[src/verilog/acr_pkg.sv]
// Package with register map, field layout and types of the ADC config register group
package acr_pkg;

    // Register offsets on the host register port
    localparam logic [7:0] ADDR_AVERAGING_CONTROL      = 8'h03;
    localparam logic [7:0] ADDR_OPERATING_MODE_CONTROL = 8'h04;
    localparam logic [7:0] ADDR_CHANNEL_FUNCTION       = 8'h05;
    localparam logic [7:0] ADDR_DIGITAL_PIN_DIRECTION  = 8'h07;
    localparam logic [7:0] ADDR_OUTPUT_DRIVE_TYPE      = 8'h09;

    // Register and field widths
    localparam int unsigned REG_WIDTH     = 8;
    localparam int unsigned CHANNELS      = 8;
    localparam int unsigned AVG_WIDTH     = 3;
    localparam int unsigned DIV_WIDTH     = 4;
    localparam int unsigned SAMPLES_WIDTH = 8;

    // Field positions inside the averaging control register
    localparam int unsigned AVG_LSB = 0;
    localparam int unsigned AVG_MSB = 2;

    // Field positions inside the operating mode control register
    localparam int unsigned ERR_CONT_BIT = 7;
    localparam int unsigned MODE_MSB     = 6;
    localparam int unsigned MODE_LSB     = 5;
    localparam int unsigned OSCILLATOR_SELECT_BIT  = 4;
    localparam int unsigned DIV_MSB      = 3;
    localparam int unsigned DIV_LSB      = 0;

    // Reset values, all zero
    localparam logic [2:0] AVERAGING_RESET = 3'h0;
    localparam logic [7:0] OPMODE_RESET    = 8'h00;
    localparam logic [7:0] FUNCTION_RESET  = 8'h00;
    localparam logic [7:0] DIRECTION_RESET = 8'h00;
    localparam logic [7:0] DRIVE_RESET     = 8'h00;

    // Value read back from an unmapped address
    localparam logic [7:0] UNMAPPED_READ = 8'h00;

    // Conversion start modes; upper two codes are reserved
    typedef enum logic [1:0] {
        ACR_MODE_MANUAL     = 2'b00,
        ACR_MODE_AUTONOMOUS = 2'b01,
        ACR_MODE_RSVD_2     = 2'b10,
        ACR_MODE_RSVD_3     = 2'b11
    } acr_conversion_start_mode_t;

    // Oscillator choices
    localparam logic OSC_HIGH_SPEED = 1'b0;
    localparam logic OSC_LOW_POWER  = 1'b1;

    // Operating mode control register layout
    typedef struct packed {
        logic                 error_continuation;
        acr_conversion_start_mode_t       conversion_start_mode;
        logic                 oscillator_select;
        logic [DIV_WIDTH-1:0] sample_rate_divider;
    } acr_opmode_t;

    // Per-channel pin configuration bundle
    typedef struct packed {
        logic [CHANNELS-1:0] function_gpio;
        logic [CHANNELS-1:0] direction_out;
        logic [CHANNELS-1:0] drive_push_pull;
    } acr_pin_cfg_t;

    // Pin drive bundle towards the pads
    typedef struct packed {
        logic [CHANNELS-1:0] out_level;
        logic [CHANNELS-1:0] oe_n;
        logic [CHANNELS-1:0] is_gpio;
    } acr_pin_drive_t;

endpackage

[src/verilog/acr_pin_ctrl.sv]
// Per-channel pad control derived from the pin configuration
`timescale 1ns/1ns
module acr_pin_ctrl #(
    parameter int unsigned CHANNELS = 8
) (
    input  wire acr_pkg::acr_pin_cfg_t   i_cfg,
    input  wire logic [CHANNELS-1:0]     i_output_level_value,
    input  wire logic                    i_force_analog,
    output wire acr_pkg::acr_pin_drive_t o_drive
);

    // One slice per channel; purely combinational, registered by the parent
    genvar ch;
    generate
        for (ch = 0; ch < CHANNELS; ch = ch + 1)
        begin : g_chan
            logic gpio_en;  // Channel acts as a digital pin
            logic out_en;   // Channel acts as a digital output
            logic drive_en; // Pad driver actually on

            // Forced analog wins over any stored configuration
            assign gpio_en = i_cfg.function_gpio[ch] & ~i_force_analog;
            // Direction only counts on a digital channel
            assign out_en = gpio_en & i_cfg.direction_out[ch];
            // Open-drain drives only a low; a high releases the pad
            assign drive_en = out_en & (i_cfg.drive_push_pull[ch]
                                        | ~i_output_level_value[ch]);
            // Push-pull output copies the level; analog, input or open-drain gives low
            assign o_drive.out_level[ch] = out_en & i_cfg.drive_push_pull[ch]
                                           & i_output_level_value[ch];
            // Enable is low while the pad is driven
            assign o_drive.oe_n[ch] = ~drive_en;
            assign o_drive.is_gpio[ch] = gpio_en;
        end
    endgenerate

endmodule

[src/verilog/acr_config_regs.sv]
// Mode, averaging and pin configuration registers of the eight-channel ADC
//
// Summary of operation
// - Averaging code n averages two-to-n samples
// - Averaging register upper five bits read zero
// - Continuation off: CRC error changes nothing
// - Continuation on: force analog, pause until cleared
// - Mode 00 host starts, 01 internal starts
// - Oscillator bit: 0 high-speed, 1 low-power
// - Rate divider applies only in autonomous mode
// - Function bit: 0 analog, 1 digital pin
// - Direction bit: 0 input, 1 output
// - Drive bit: 0 open-drain, 1 push-pull
// - All registers reset to zero
// - Global force bit makes every channel analog
// - Digital outputs drive the output value bits
`timescale 1ns/1ns
module acr_config_regs #(
    parameter int unsigned CHANNELS = 8
) (
    input  wire logic                i_clock,
    input  wire logic                i_resetn,
    // Register port from the serial host front end
    input  wire logic                i_wr_en,
    input  wire logic                i_rd_en,
    input  wire logic [7:0]          i_addr,
    input  wire logic [7:0]          i_wr_data,
    output logic [7:0]               o_rd_data,
    output logic                     o_rd_valid,
    // Events and levels from neighbouring logic
    input  wire logic                i_crc_error,
    input  wire logic                i_input_crc_error_flag,
    input  wire logic                i_force_all_analog,
    input  wire logic [CHANNELS-1:0] i_output_level_value,
    input  wire logic                i_host_start,
    // Pads
    input  wire logic [CHANNELS-1:0] i_pin_in,
    output logic [CHANNELS-1:0]      o_pin_out,
    output logic [CHANNELS-1:0]      o_pin_oe_n,
    output logic [CHANNELS-1:0]      o_pin_level,
    output logic [CHANNELS-1:0]      o_channel_is_gpio,
    // Settings towards converter, sequencer and timing
    output logic [2:0]               o_averaging_ratio,
    output logic [7:0]               o_samples_per_result,
    output logic                     o_averaging_enable,
    output logic                     o_autonomous_mode,
    output logic                     o_conversion_start,
    output logic                     o_oscillator_select,
    output logic [3:0]               o_sample_rate_divider,
    output logic                     o_divider_active,
    output logic                     o_sequencing_paused
);

    // Whole state of the block in one record
    typedef struct packed {
        logic [acr_pkg::AVG_WIDTH-1:0]     averaging;     // Averaging code
        acr_pkg::acr_opmode_t              opmode;        // Mode control fields
        acr_pkg::acr_pin_cfg_t             pin_cfg;       // Channel config
        logic                              paused;        // CRC error hold
        logic [7:0]                        rd_data;       // Read answer
        logic                              rd_valid;      // Read answer strobe
        logic                              start;         // Conversion start
        logic [CHANNELS-1:0]               sync_a;        // Pad sync stage 1
        logic [CHANNELS-1:0]               sync_b;        // Pad sync stage 2
        logic [CHANNELS-1:0]               pin_out;       // Pad level
        logic [CHANNELS-1:0]               pin_oe_n;      // Pad enable, low drives
        logic [CHANNELS-1:0]               is_gpio;       // Effective function
        logic [acr_pkg::SAMPLES_WIDTH-1:0] samples;       // Samples per result
    } acr_state_t;

    acr_state_t             state_q;   // Registered state
    acr_state_t             state_d;   // Next state
    acr_pkg::acr_pin_drive_t pin_drive; // Combinational pad control
    logic                   force_analog; // Any reason to force analog
    logic                   autonomous;   // Decoded autonomous mode

    // Reset value of the whole record; every field starts at zero except pin_oe_n (all ones) and samples (8'h01)
    localparam acr_state_t STATE_RESET = '{
        averaging: acr_pkg::AVERAGING_RESET,
        opmode:    acr_pkg::OPMODE_RESET,
        pin_cfg:   '{function_gpio:   acr_pkg::FUNCTION_RESET,
                     direction_out:   acr_pkg::DIRECTION_RESET,
                     drive_push_pull: acr_pkg::DRIVE_RESET},
        paused:    1'b0,
        rd_data:   8'h00,
        rd_valid:  1'b0,
        start:     1'b0,
        sync_a:    '0,
        sync_b:    '0,
        pin_out:   '0,
        pin_oe_n:  '1,
        is_gpio:   '0,
        samples:   8'h01
    };

    // Samples that one result is built from; code zero means a single one
    function automatic logic [acr_pkg::SAMPLES_WIDTH-1:0] samples_for(
        input logic [acr_pkg::AVG_WIDTH-1:0] code
    );
        logic [acr_pkg::SAMPLES_WIDTH-1:0] one;
        one = 8'h01;
        samples_for = one << code;
    endfunction

    // Read answer for one address; unmapped and reserved bits give zero
    function automatic logic [7:0] read_mux(
        input logic [7:0] addr,
        input acr_state_t s
    );
        logic [7:0] data;
        data = acr_pkg::UNMAPPED_READ;
        case (addr)
            // Upper five bits have no storage at all
            acr_pkg::ADDR_AVERAGING_CONTROL:
                data = {5'h00, s.averaging};
            acr_pkg::ADDR_OPERATING_MODE_CONTROL:
                data = s.opmode;
            acr_pkg::ADDR_CHANNEL_FUNCTION:
                data = s.pin_cfg.function_gpio;
            acr_pkg::ADDR_DIGITAL_PIN_DIRECTION:
                data = s.pin_cfg.direction_out;
            acr_pkg::ADDR_OUTPUT_DRIVE_TYPE:
                data = s.pin_cfg.drive_push_pull;
            // Anything else reads as zero
            default:
                data = acr_pkg::UNMAPPED_READ;
        endcase
        read_mux = data;
    endfunction

    // Reserved mode codes fall back to manual behaviour
    always_comb
    begin
        case (state_q.opmode.conversion_start_mode)
            acr_pkg::ACR_MODE_AUTONOMOUS:
                autonomous = 1'b1;
            acr_pkg::ACR_MODE_MANUAL:
                autonomous = 1'b0;
            // Codes 10 and 11 act like manual
            default:
                autonomous = 1'b0;
        endcase
    end

    // Channels go analog on the global force bit or during a CRC hold
    assign force_analog = i_force_all_analog | state_q.paused;

    // Per-channel pad decoding
    acr_pin_ctrl #(
        .CHANNELS (CHANNELS)
    ) u_pin_ctrl (
        .i_cfg                (state_q.pin_cfg),
        .i_output_level_value (i_output_level_value),
        .i_force_analog       (force_analog),
        .o_drive              (pin_drive)
    );

    // Next-state logic for every field of the record
    always_comb
    begin
        state_d = state_q;

        // Register writes; each write lands one edge later
        if (i_wr_en)
        begin
            case (i_addr)
                // Only the low three bits are stored
                acr_pkg::ADDR_AVERAGING_CONTROL:
                    state_d.averaging = i_wr_data[acr_pkg::AVG_MSB:acr_pkg::AVG_LSB];
                acr_pkg::ADDR_OPERATING_MODE_CONTROL:
                    state_d.opmode = i_wr_data;
                acr_pkg::ADDR_CHANNEL_FUNCTION:
                    state_d.pin_cfg.function_gpio = i_wr_data;
                acr_pkg::ADDR_DIGITAL_PIN_DIRECTION:
                    state_d.pin_cfg.direction_out = i_wr_data;
                acr_pkg::ADDR_OUTPUT_DRIVE_TYPE:
                    state_d.pin_cfg.drive_push_pull = i_wr_data;
                // Writes elsewhere are dropped silently
                default:
                    state_d.rd_valid = state_d.rd_valid;
            endcase
        end

        // Registered read; the answer reflects the state before this edge
        state_d.rd_valid = i_rd_en;
        if (i_rd_en)
        begin
            state_d.rd_data = read_mux(i_addr, state_q);
        end
        else
        begin
            // Data holds when no read is under way
            state_d.rd_data = state_q.rd_data;
        end

        // CRC hold: released when the flag is cleared, but a new error wins
        if (!i_input_crc_error_flag)
        begin
            state_d.paused = 1'b0;
        end
        if (i_crc_error && state_q.opmode.error_continuation)
        begin
            state_d.paused = 1'b1;
        end
        // With continuation off an error leaves everything alone

        // Host starts count only in manual-like modes and outside a hold
        state_d.start = i_host_start & ~autonomous & ~state_q.paused;

        // Pad synchroniser; stage one feeds only stage two
        state_d.sync_a = i_pin_in;
        state_d.sync_b = state_q.sync_a;

        // Pad drive registered so pads never see decode glitches
        state_d.pin_out  = pin_drive.out_level;
        state_d.pin_oe_n = pin_drive.oe_n;
        state_d.is_gpio  = pin_drive.is_gpio;

        // Sample count follows the stored code
        state_d.samples = samples_for(state_d.averaging);
    end

    // State register; asynchronous reset loads constants only
    always_ff @(posedge i_clock or negedge i_resetn)
    begin
        if (!i_resetn)
        begin
            state_q <= STATE_RESET;
        end
        else
        begin
            state_q <= state_d;
        end
    end

    // Register port answers
    assign o_rd_data  = state_q.rd_data;
    assign o_rd_valid = state_q.rd_valid;

    // Pads and effective channel function
    assign o_pin_out         = state_q.pin_out;
    assign o_pin_oe_n        = state_q.pin_oe_n;
    assign o_pin_level       = state_q.sync_b;
    assign o_channel_is_gpio = state_q.is_gpio;

    // Averaging settings; code zero switches averaging off
    assign o_averaging_ratio    = state_q.averaging;
    assign o_samples_per_result = state_q.samples;
    assign o_averaging_enable   = (state_q.averaging != acr_pkg::AVERAGING_RESET);

    // Conversion initiation
    assign o_autonomous_mode  = autonomous;
    assign o_conversion_start = state_q.start;

    // Timing source: low selects the high-speed oscillator
    assign o_oscillator_select = state_q.opmode.oscillator_select;

    // Divider is shown always but only valid in autonomous mode
    assign o_sample_rate_divider = state_q.opmode.sample_rate_divider;
    assign o_divider_active      = autonomous;

    // Sequencer must stall while the hold stands
    assign o_sequencing_paused = state_q.paused;

endmodule

[config.mk]
export PLATFORM = sky130hd
export DESIGN_NAME = acr_config_regs
export DESIGN_NICKNAME = d
export VERILOG_FILES = /design/src/verilog/acr_pkg.sv /design/src/verilog/acr_pin_ctrl.sv /design/src/verilog/acr_config_regs.sv
export SDC_FILE = /design/constraint.sdc
export NUM_CORES = 1
export LEC_CHECK = 0
export ABC_AREA = 1
export BUFFER_PORTS_ARGS = -buffer_cell sky130_fd_sc_hd__buf_2
export CORE_UTILIZATION = 47
export CTS_BUF_LIST = sky130_fd_sc_hd__clkbuf_2 sky130_fd_sc_hd__clkbuf_4 sky130_fd_sc_hd__clkbuf_8
export DETAILED_ROUTE_END_ITERATION = 7
export HOLD_SLACK_MARGIN = 0.06
export PLACE_DENSITY = 0.82
export RECOVER_POWER = 50
export SLEW_MARGIN = 15
export SYNTH_ARGS = -nofsm -noshare
export SYNTH_HDL_FRONTEND = slang
export SYNTH_HIERARCHICAL = 1
export SYNTH_SLANG_ARGS = --single-unit
[constraint.sdc]
create_clock -name i_clock -period 1.5 [get_ports i_clock]
set_clock_uncertainty 0.15 [all_clocks]
set_input_delay 0.3 -clock i_clock [delete_from_list [all_inputs] [get_ports i_clock]]
set_output_delay 0.3 -clock i_clock [all_outputs]
set_load 0.03 [all_outputs]
**Yosys cells after proc, flatten, opt, wreduce, memory -nomap -nowiden**

Index checks and enable logic that the tools add are counted.

- Input port bits: 40
- Flip-flop bits (word level): 94
- Word-level logic and storage cells: 112

- Reductions and logical operators: 6
- Bitwise logic cells: 70
- Equality and inequality tests: 7
- Mux-type cells: 10
- Shift-type cells: 1

Operators by type and width:

| kind | count |
|---|---|
| 1-bit bitwise AND | 42 |
| 8-bit case mux with 5 select lines | 1 |
| 35-bit two-way mux | 1 |
| 8-bit two-way mux | 4 |
| 8-bit by 3-bit == test with 1-bit output, second input constant | 3 |
| 1-bit inverter | 19 |
| 1-bit bitwise OR | 9 |
| 8-bit by 2-bit == test with 1-bit output, second input constant | 1 |
| 8-bit by 4-bit == test with 1-bit output, second input constant | 1 |
| 2-bit AND reduction | 4 |
| 1-bit by 3-bit left shift with 8-bit output, first input constant | 1 |
| 1-bit two-way mux | 3 |
| 3-bit two-way mux | 1 |
| 3-bit nonzero test | 1 |
| 2-bit by 1-bit == test with 1-bit output, second input constant | 1 |
| 2-bit by 1-bit != test with 1-bit output, second input constant | 1 |
| 1-bit logical AND | 1 |

**Longest topological paths before layout**

- Word-level depth: 6
- Depth in mapped cells: 8
- Gate-level depth less buffers: 8

**Hierarchy**

Netlist, hierarchy kept.

By module, submodules not included:

| module | seq. area each (µm²) | cells an instance | area each (µm²) | times used |
|---|---|---|---|---|
| acr_config_regs | 2363.5 | 392 | 3916.3 | 1 |
| acr_pin_ctrl | 0.0 | 74 | 337.8 | 1 |

**Worst setup path after synthesis**

Ideal clock, no wire load.

- Kind: register -> output
- Start point: register state_q[89] (netlist name)
- End point: output o_divider_active
- Arrival time: 1.125 ns
- Data required time: 1.050 ns
- Slack: -0.075 ns
- Cell stages (with the launch flop): 3
- Path through: dfrtp_1 nor2_1 buf_4

- Word-level cells in the longest chain between the ends: 2

Ends and longest elaborated chain:

| element | line | source |
|---|---|---|
| start: declaration | acr_config_regs.sv:71 | `acr_state_t state_q;` |
| start signal: assignment | acr_config_regs.sv:232 | `state_q <= state_d;` |
| 2-bit by 1-bit == test with 1-bit output | acr_config_regs.sv:134 | `case (state_q.opmode.conversion_start_mode)` |
| 1-bit two-way mux | acr_config_regs.sv:134 |  |
| end: declaration | acr_config_regs.sv:50 | `output logic o_divider_active,` |

Every way passes these cells.

**Worst setup path after layout**

- Start point: register state_q[88] (netlist name)
- End point: output o_autonomous_mode

- Word-level cells in the longest chain between the ends: 2

Ends and longest elaborated chain:

| element | line | source |
|---|---|---|
| 2-bit by 1-bit == test with 1-bit output | acr_config_regs.sv:134 |  |
| 1-bit two-way mux | acr_config_regs.sv:134 |  |
| end: declaration | acr_config_regs.sv:46 | `output logic o_autonomous_mode,` |

Every way passes these cells.

==> tab_implementation.tex <==
\begin{tabular}{lr}
\hline
Metric & Value \\
\hline
\multicolumn{2}{l}{\textbf{Placed design}} \\
Buffers added on ports & 101 \\
Final weighted congestion in routability-driven placement & 0.868 \\
Total placed instance area & 4630 um\^{}2 \\
Post-DP HPWL & 6.82 mm \\
\multicolumn{2}{l}{\textbf{Layout}} \\
Util after Layout & 60.5\% \\
Number of antenna repair diodes & 0 \\
Multi-input combinational cell area & 1160 um\^{}2 \\
Number of fill cells & 742 \\
Area added between synthesis and finish & 24.0\% \\
Highest-count cells in the layout ignoring fill and taps & nand2\_1 (100), buf\_2 (85), dfrtp\_1 (85) \\
Sequential cell area & 2360 um\^{}2 \\
Most common cell after layout, fill and taps aside & nand2\_1 \\
Share of cells above drive strength 1 & 33.2\% \\
Final Net Count & 611 \\
Final instance area & 5280 um\^{}2 \\
\multicolumn{2}{l}{\textbf{STA}} \\
Max-Slew Margin vs Limit & 69.1\% \\
Period utilization & 103\% \\
Pins Over Slew Limit & 0 \\
Setup repair after global routing missed its margin & yes \\
Tightest hold margin & 0.101 ns \\
Clock period minus final worst setup slack & 1.55 ns \\
Final-report setup violation count & 3 \\
Final total negative setup slack & -0.116 ns \\
Maximum clock frequency & 0.645 GHz \\
Worst Max-Slew Pin Slew & 0.463 ns \\
Final Hold Viols & 0 \\
Post-layout worst setup margin & -0.0500 ns \\
\multicolumn{2}{l}{\textbf{Hold path}} \\
HP Class & in2reg \\
Hold path depth & 3 \\
\multicolumn{2}{l}{\textbf{Yosys}} \\
Net Count, Synth & 506 \\
Avg Cell Area, Syn & 9.13 um\^{}2 \\
Library cells used by synthesis & 28 \\
Count of warnings emitted by yosys & 6 \\
Sequential share of the synthesized area & 55.6\% \\
Post-synthesis register bit count & 94 \\
Post-synthesis instance total & 466 \\
Cell area after synthesis & 4250 um\^{}2 \\
\multicolumn{2}{l}{\textbf{CTS}} \\
Maximum buffer depth of the clock tree & 2 \\
Post-CTS clock slew at the launch and capture registers of the worst setup and hold paths & 0.09 ns \\
Insertion delay to the later sink of the worst-skew pair & 0.35 ns \\
Number of clock sinks seen by CTS & 94 \\
Clock buffer count from CTS & 9 \\
Root buf cell & clkbuf\_8 \\
Clock tree from TritonCTS & yes \\
H-tree levels & 3 \\
\multicolumn{2}{l}{\textbf{Status}} \\
Run status & finished, violations left \\
Violated checks & negative setup slack \\
\multicolumn{2}{l}{\textbf{Power}} \\
Tot Pwr & 5.43 mW \\
Worst vdd ir & 0.537 mV \\
Total power density per cell area & 1030 nW/um\^{}2 \\
Pleak & 2.93 nW \\
\multicolumn{2}{l}{\textbf{Worst setup path}} \\
Arrival time at the worst endpoint & 1.10 ns \\
Critical path launch point type & flip-flop \\
Type of the setup path with the least slack & reg2out \\
Worst-path maximum fanout & 3 \\
Worst Setup End Kind & output pin \\
Cell breakdown of the critical path & inv\_2, nor2\_4, buf\_6 \\
Maximum single-stage delay on the critical path & 0.39 ns \\
Required time of the worst setup path & 1.05 ns \\
Worst Reg-to-Reg Cells & 4 \\
Critical path's slowest cell & dfrtp\_1 \\
\multicolumn{2}{l}{\textbf{Drt}} \\
Post-DR vias/cell & 4.80 \\
Number of detailed-route iterations in the first pass & 4 \\
Drc violations & 0 \\
DRC violation total after the first TritonRoute iteration & 130 \\
Routed wire length per instance & 13.6 um \\
Total via count in the routed design & 3281 \\
Routed WL & 9.34 mm \\
Number of nets with antenna violations after detailed routing & 0 \\
\multicolumn{2}{l}{\textbf{Global routing}} \\
Number of global-route vias before repair & 3275 \\
Initial antenna violation count & 0 \\
Overall global routing resource usage & 21.1\% \\
Total congestion overflow after global routing & 0 \\
First-pass GRT wire length & 15.7 mm \\
Largest net degree at the start of global routing & 37 \\
\multicolumn{2}{l}{\textbf{Floorplanning}} \\
Number of rows created at floorplan & 34 \\
Die boundary width & 97.1 um \\
Chip height & 97.1 um \\
Floorplan die area & 9440 um\^{}2 \\
Placeable Area & 8720 um\^{}2 \\
Top-level port count & 102 \\
Effective utilization at floorplan & 48.8\% \\
\multicolumn{2}{l}{\textbf{Job}} \\
Number of max-cap violations & 0 \\
\hline
\end{tabular}
-- cells in the mapped netlist --
cell      number  area share (%)
nand3_2        1            0.24
nor2_1        41             3.6
inv_4          1            0.15
o21ai_0       29             3.4
nor4_4         3             1.5
buf_2          3            0.35
nor2_2         1            0.15
a31oi_1        1            0.15
nand4_1        2            0.29
buf_4         68              12
or2_2          1            0.15
nand2_1      100             8.8
buf_6          1            0.26
dfstp_2        9             5.6
nor2_4         1            0.26
nand3_1       51             6.0
inv_1         48             4.2
nand2_4        1            0.26
a21oi_1        6            0.71
a22o_1         1            0.21
nor3b_1        1            0.18
clkbuf_1       1           0.088
nand2_2        4            0.59
o21ai_2        1            0.21
inv_2          2            0.18
dfrtp_1       85              50
clkinv_4       1            0.21
o21ai_1        2            0.24
-- routing by layer --
layer	GRT usage, %	vias up	part of all wire [%]
li1	-	1609	-
met1	27.1	1547	45
met2	34.8	106	48
met3	4.89	19	5.0
met4	8.27	0	2.2
met5	0	-	0
-- repair_timing --
item                                   4_1_cts  5_1_grt
pin swaps                                    1        0
hold buffers                                25        0
endpoints found under the hold margin      120        0
setup endpoints to repair                   12       17
buffers inserted                             7        5
gates resized for setup                     28       14
-- flip-flops by register name (all words and copies together), names as in the netlist --
name	flops
state_q	27
o_channel_is_gpio	8
o_pin_level	8
o_pin_oe_n	8
o_pin_out	8
o_rd_data	8
o_samples_per_result	8
state_d	8
o_sample_rate_divider	4
o_averaging_ratio	3
o_conversion_start	1
o_oscillator_select	1
o_rd_valid	1
o_sequencing_paused	1
-- final timing paths --
path | start | to | slack [ns]
worst max-delay path | state_q[88] | o_autonomous_mode | -0.05
worst min-delay path | i_wr_data[3] | state_q[62] | 0.10
worst max register to register | o_sequencing_paused | o_pin_out[4] | 0.10
worst min register to register | state_d[32] | o_pin_level[0] | 0.21
max in group asynchronous | i_resetn | o_pin_oe_n[2] | 0.30
min in group asynchronous | i_resetn | o_conversion_start | 0.16
-- power by group --
| part | internal (mW) | switching (mW) | leakage, nW |
|---|---|---|---|
| logic | 0.317 | 0.510 | 1.73 |
| clock network | 0.914 | 0.867 | 0.113 |
| registers | 2.71 | 0.113 | 1.08 |
-- cell families (layout without fill, tap and decap cells) --
| group | after synthesis | count (layout) | share of synthesized area (%) |
|---|---|---|---|
| AOI/OAI and AO/OA | 40 | 40 | 4.91 |
| buffers and inverters | 125 | 235 | 17.5 |
| DFF | 94 | 94 | 55.6 |
| and+or+nand+nor | 207 | 207 | 22.1 |
-- final cells by class --
cell class / instances / area share, %
Clock buffer: 12 / 3.13
Clock inverter: 4 / 0.996
Inverter: 52 / 3.91
Multi-Input combinational cell: 247 / 22.0
Sequential cell: 94 / 44.8
Tap cell: 108 / 2.56
Timing Repair Buffer: 167 / 22.6
-- through the flow --
step / worst slack, ns / std cells
after floorplan: 0.0489 / 466
after global placement: -0.143 / 631
after detailed placement: -0.233 / 631
after CTS: -0.0406 / 679
after global routing: -0.0989 / 684
final: -0.0500 / 684
-- worst max-delay path, delay by kind of cell (launching register included) --
| kind | cells | cell delay, ns |
|---|---|---|
| DFF | 1 | 0.39 |
| and+or+nand+nor | 1 | 0.15 |
| buffers and inverters | 2 | 0.22 |
Power figures use the tool's default switching activity.
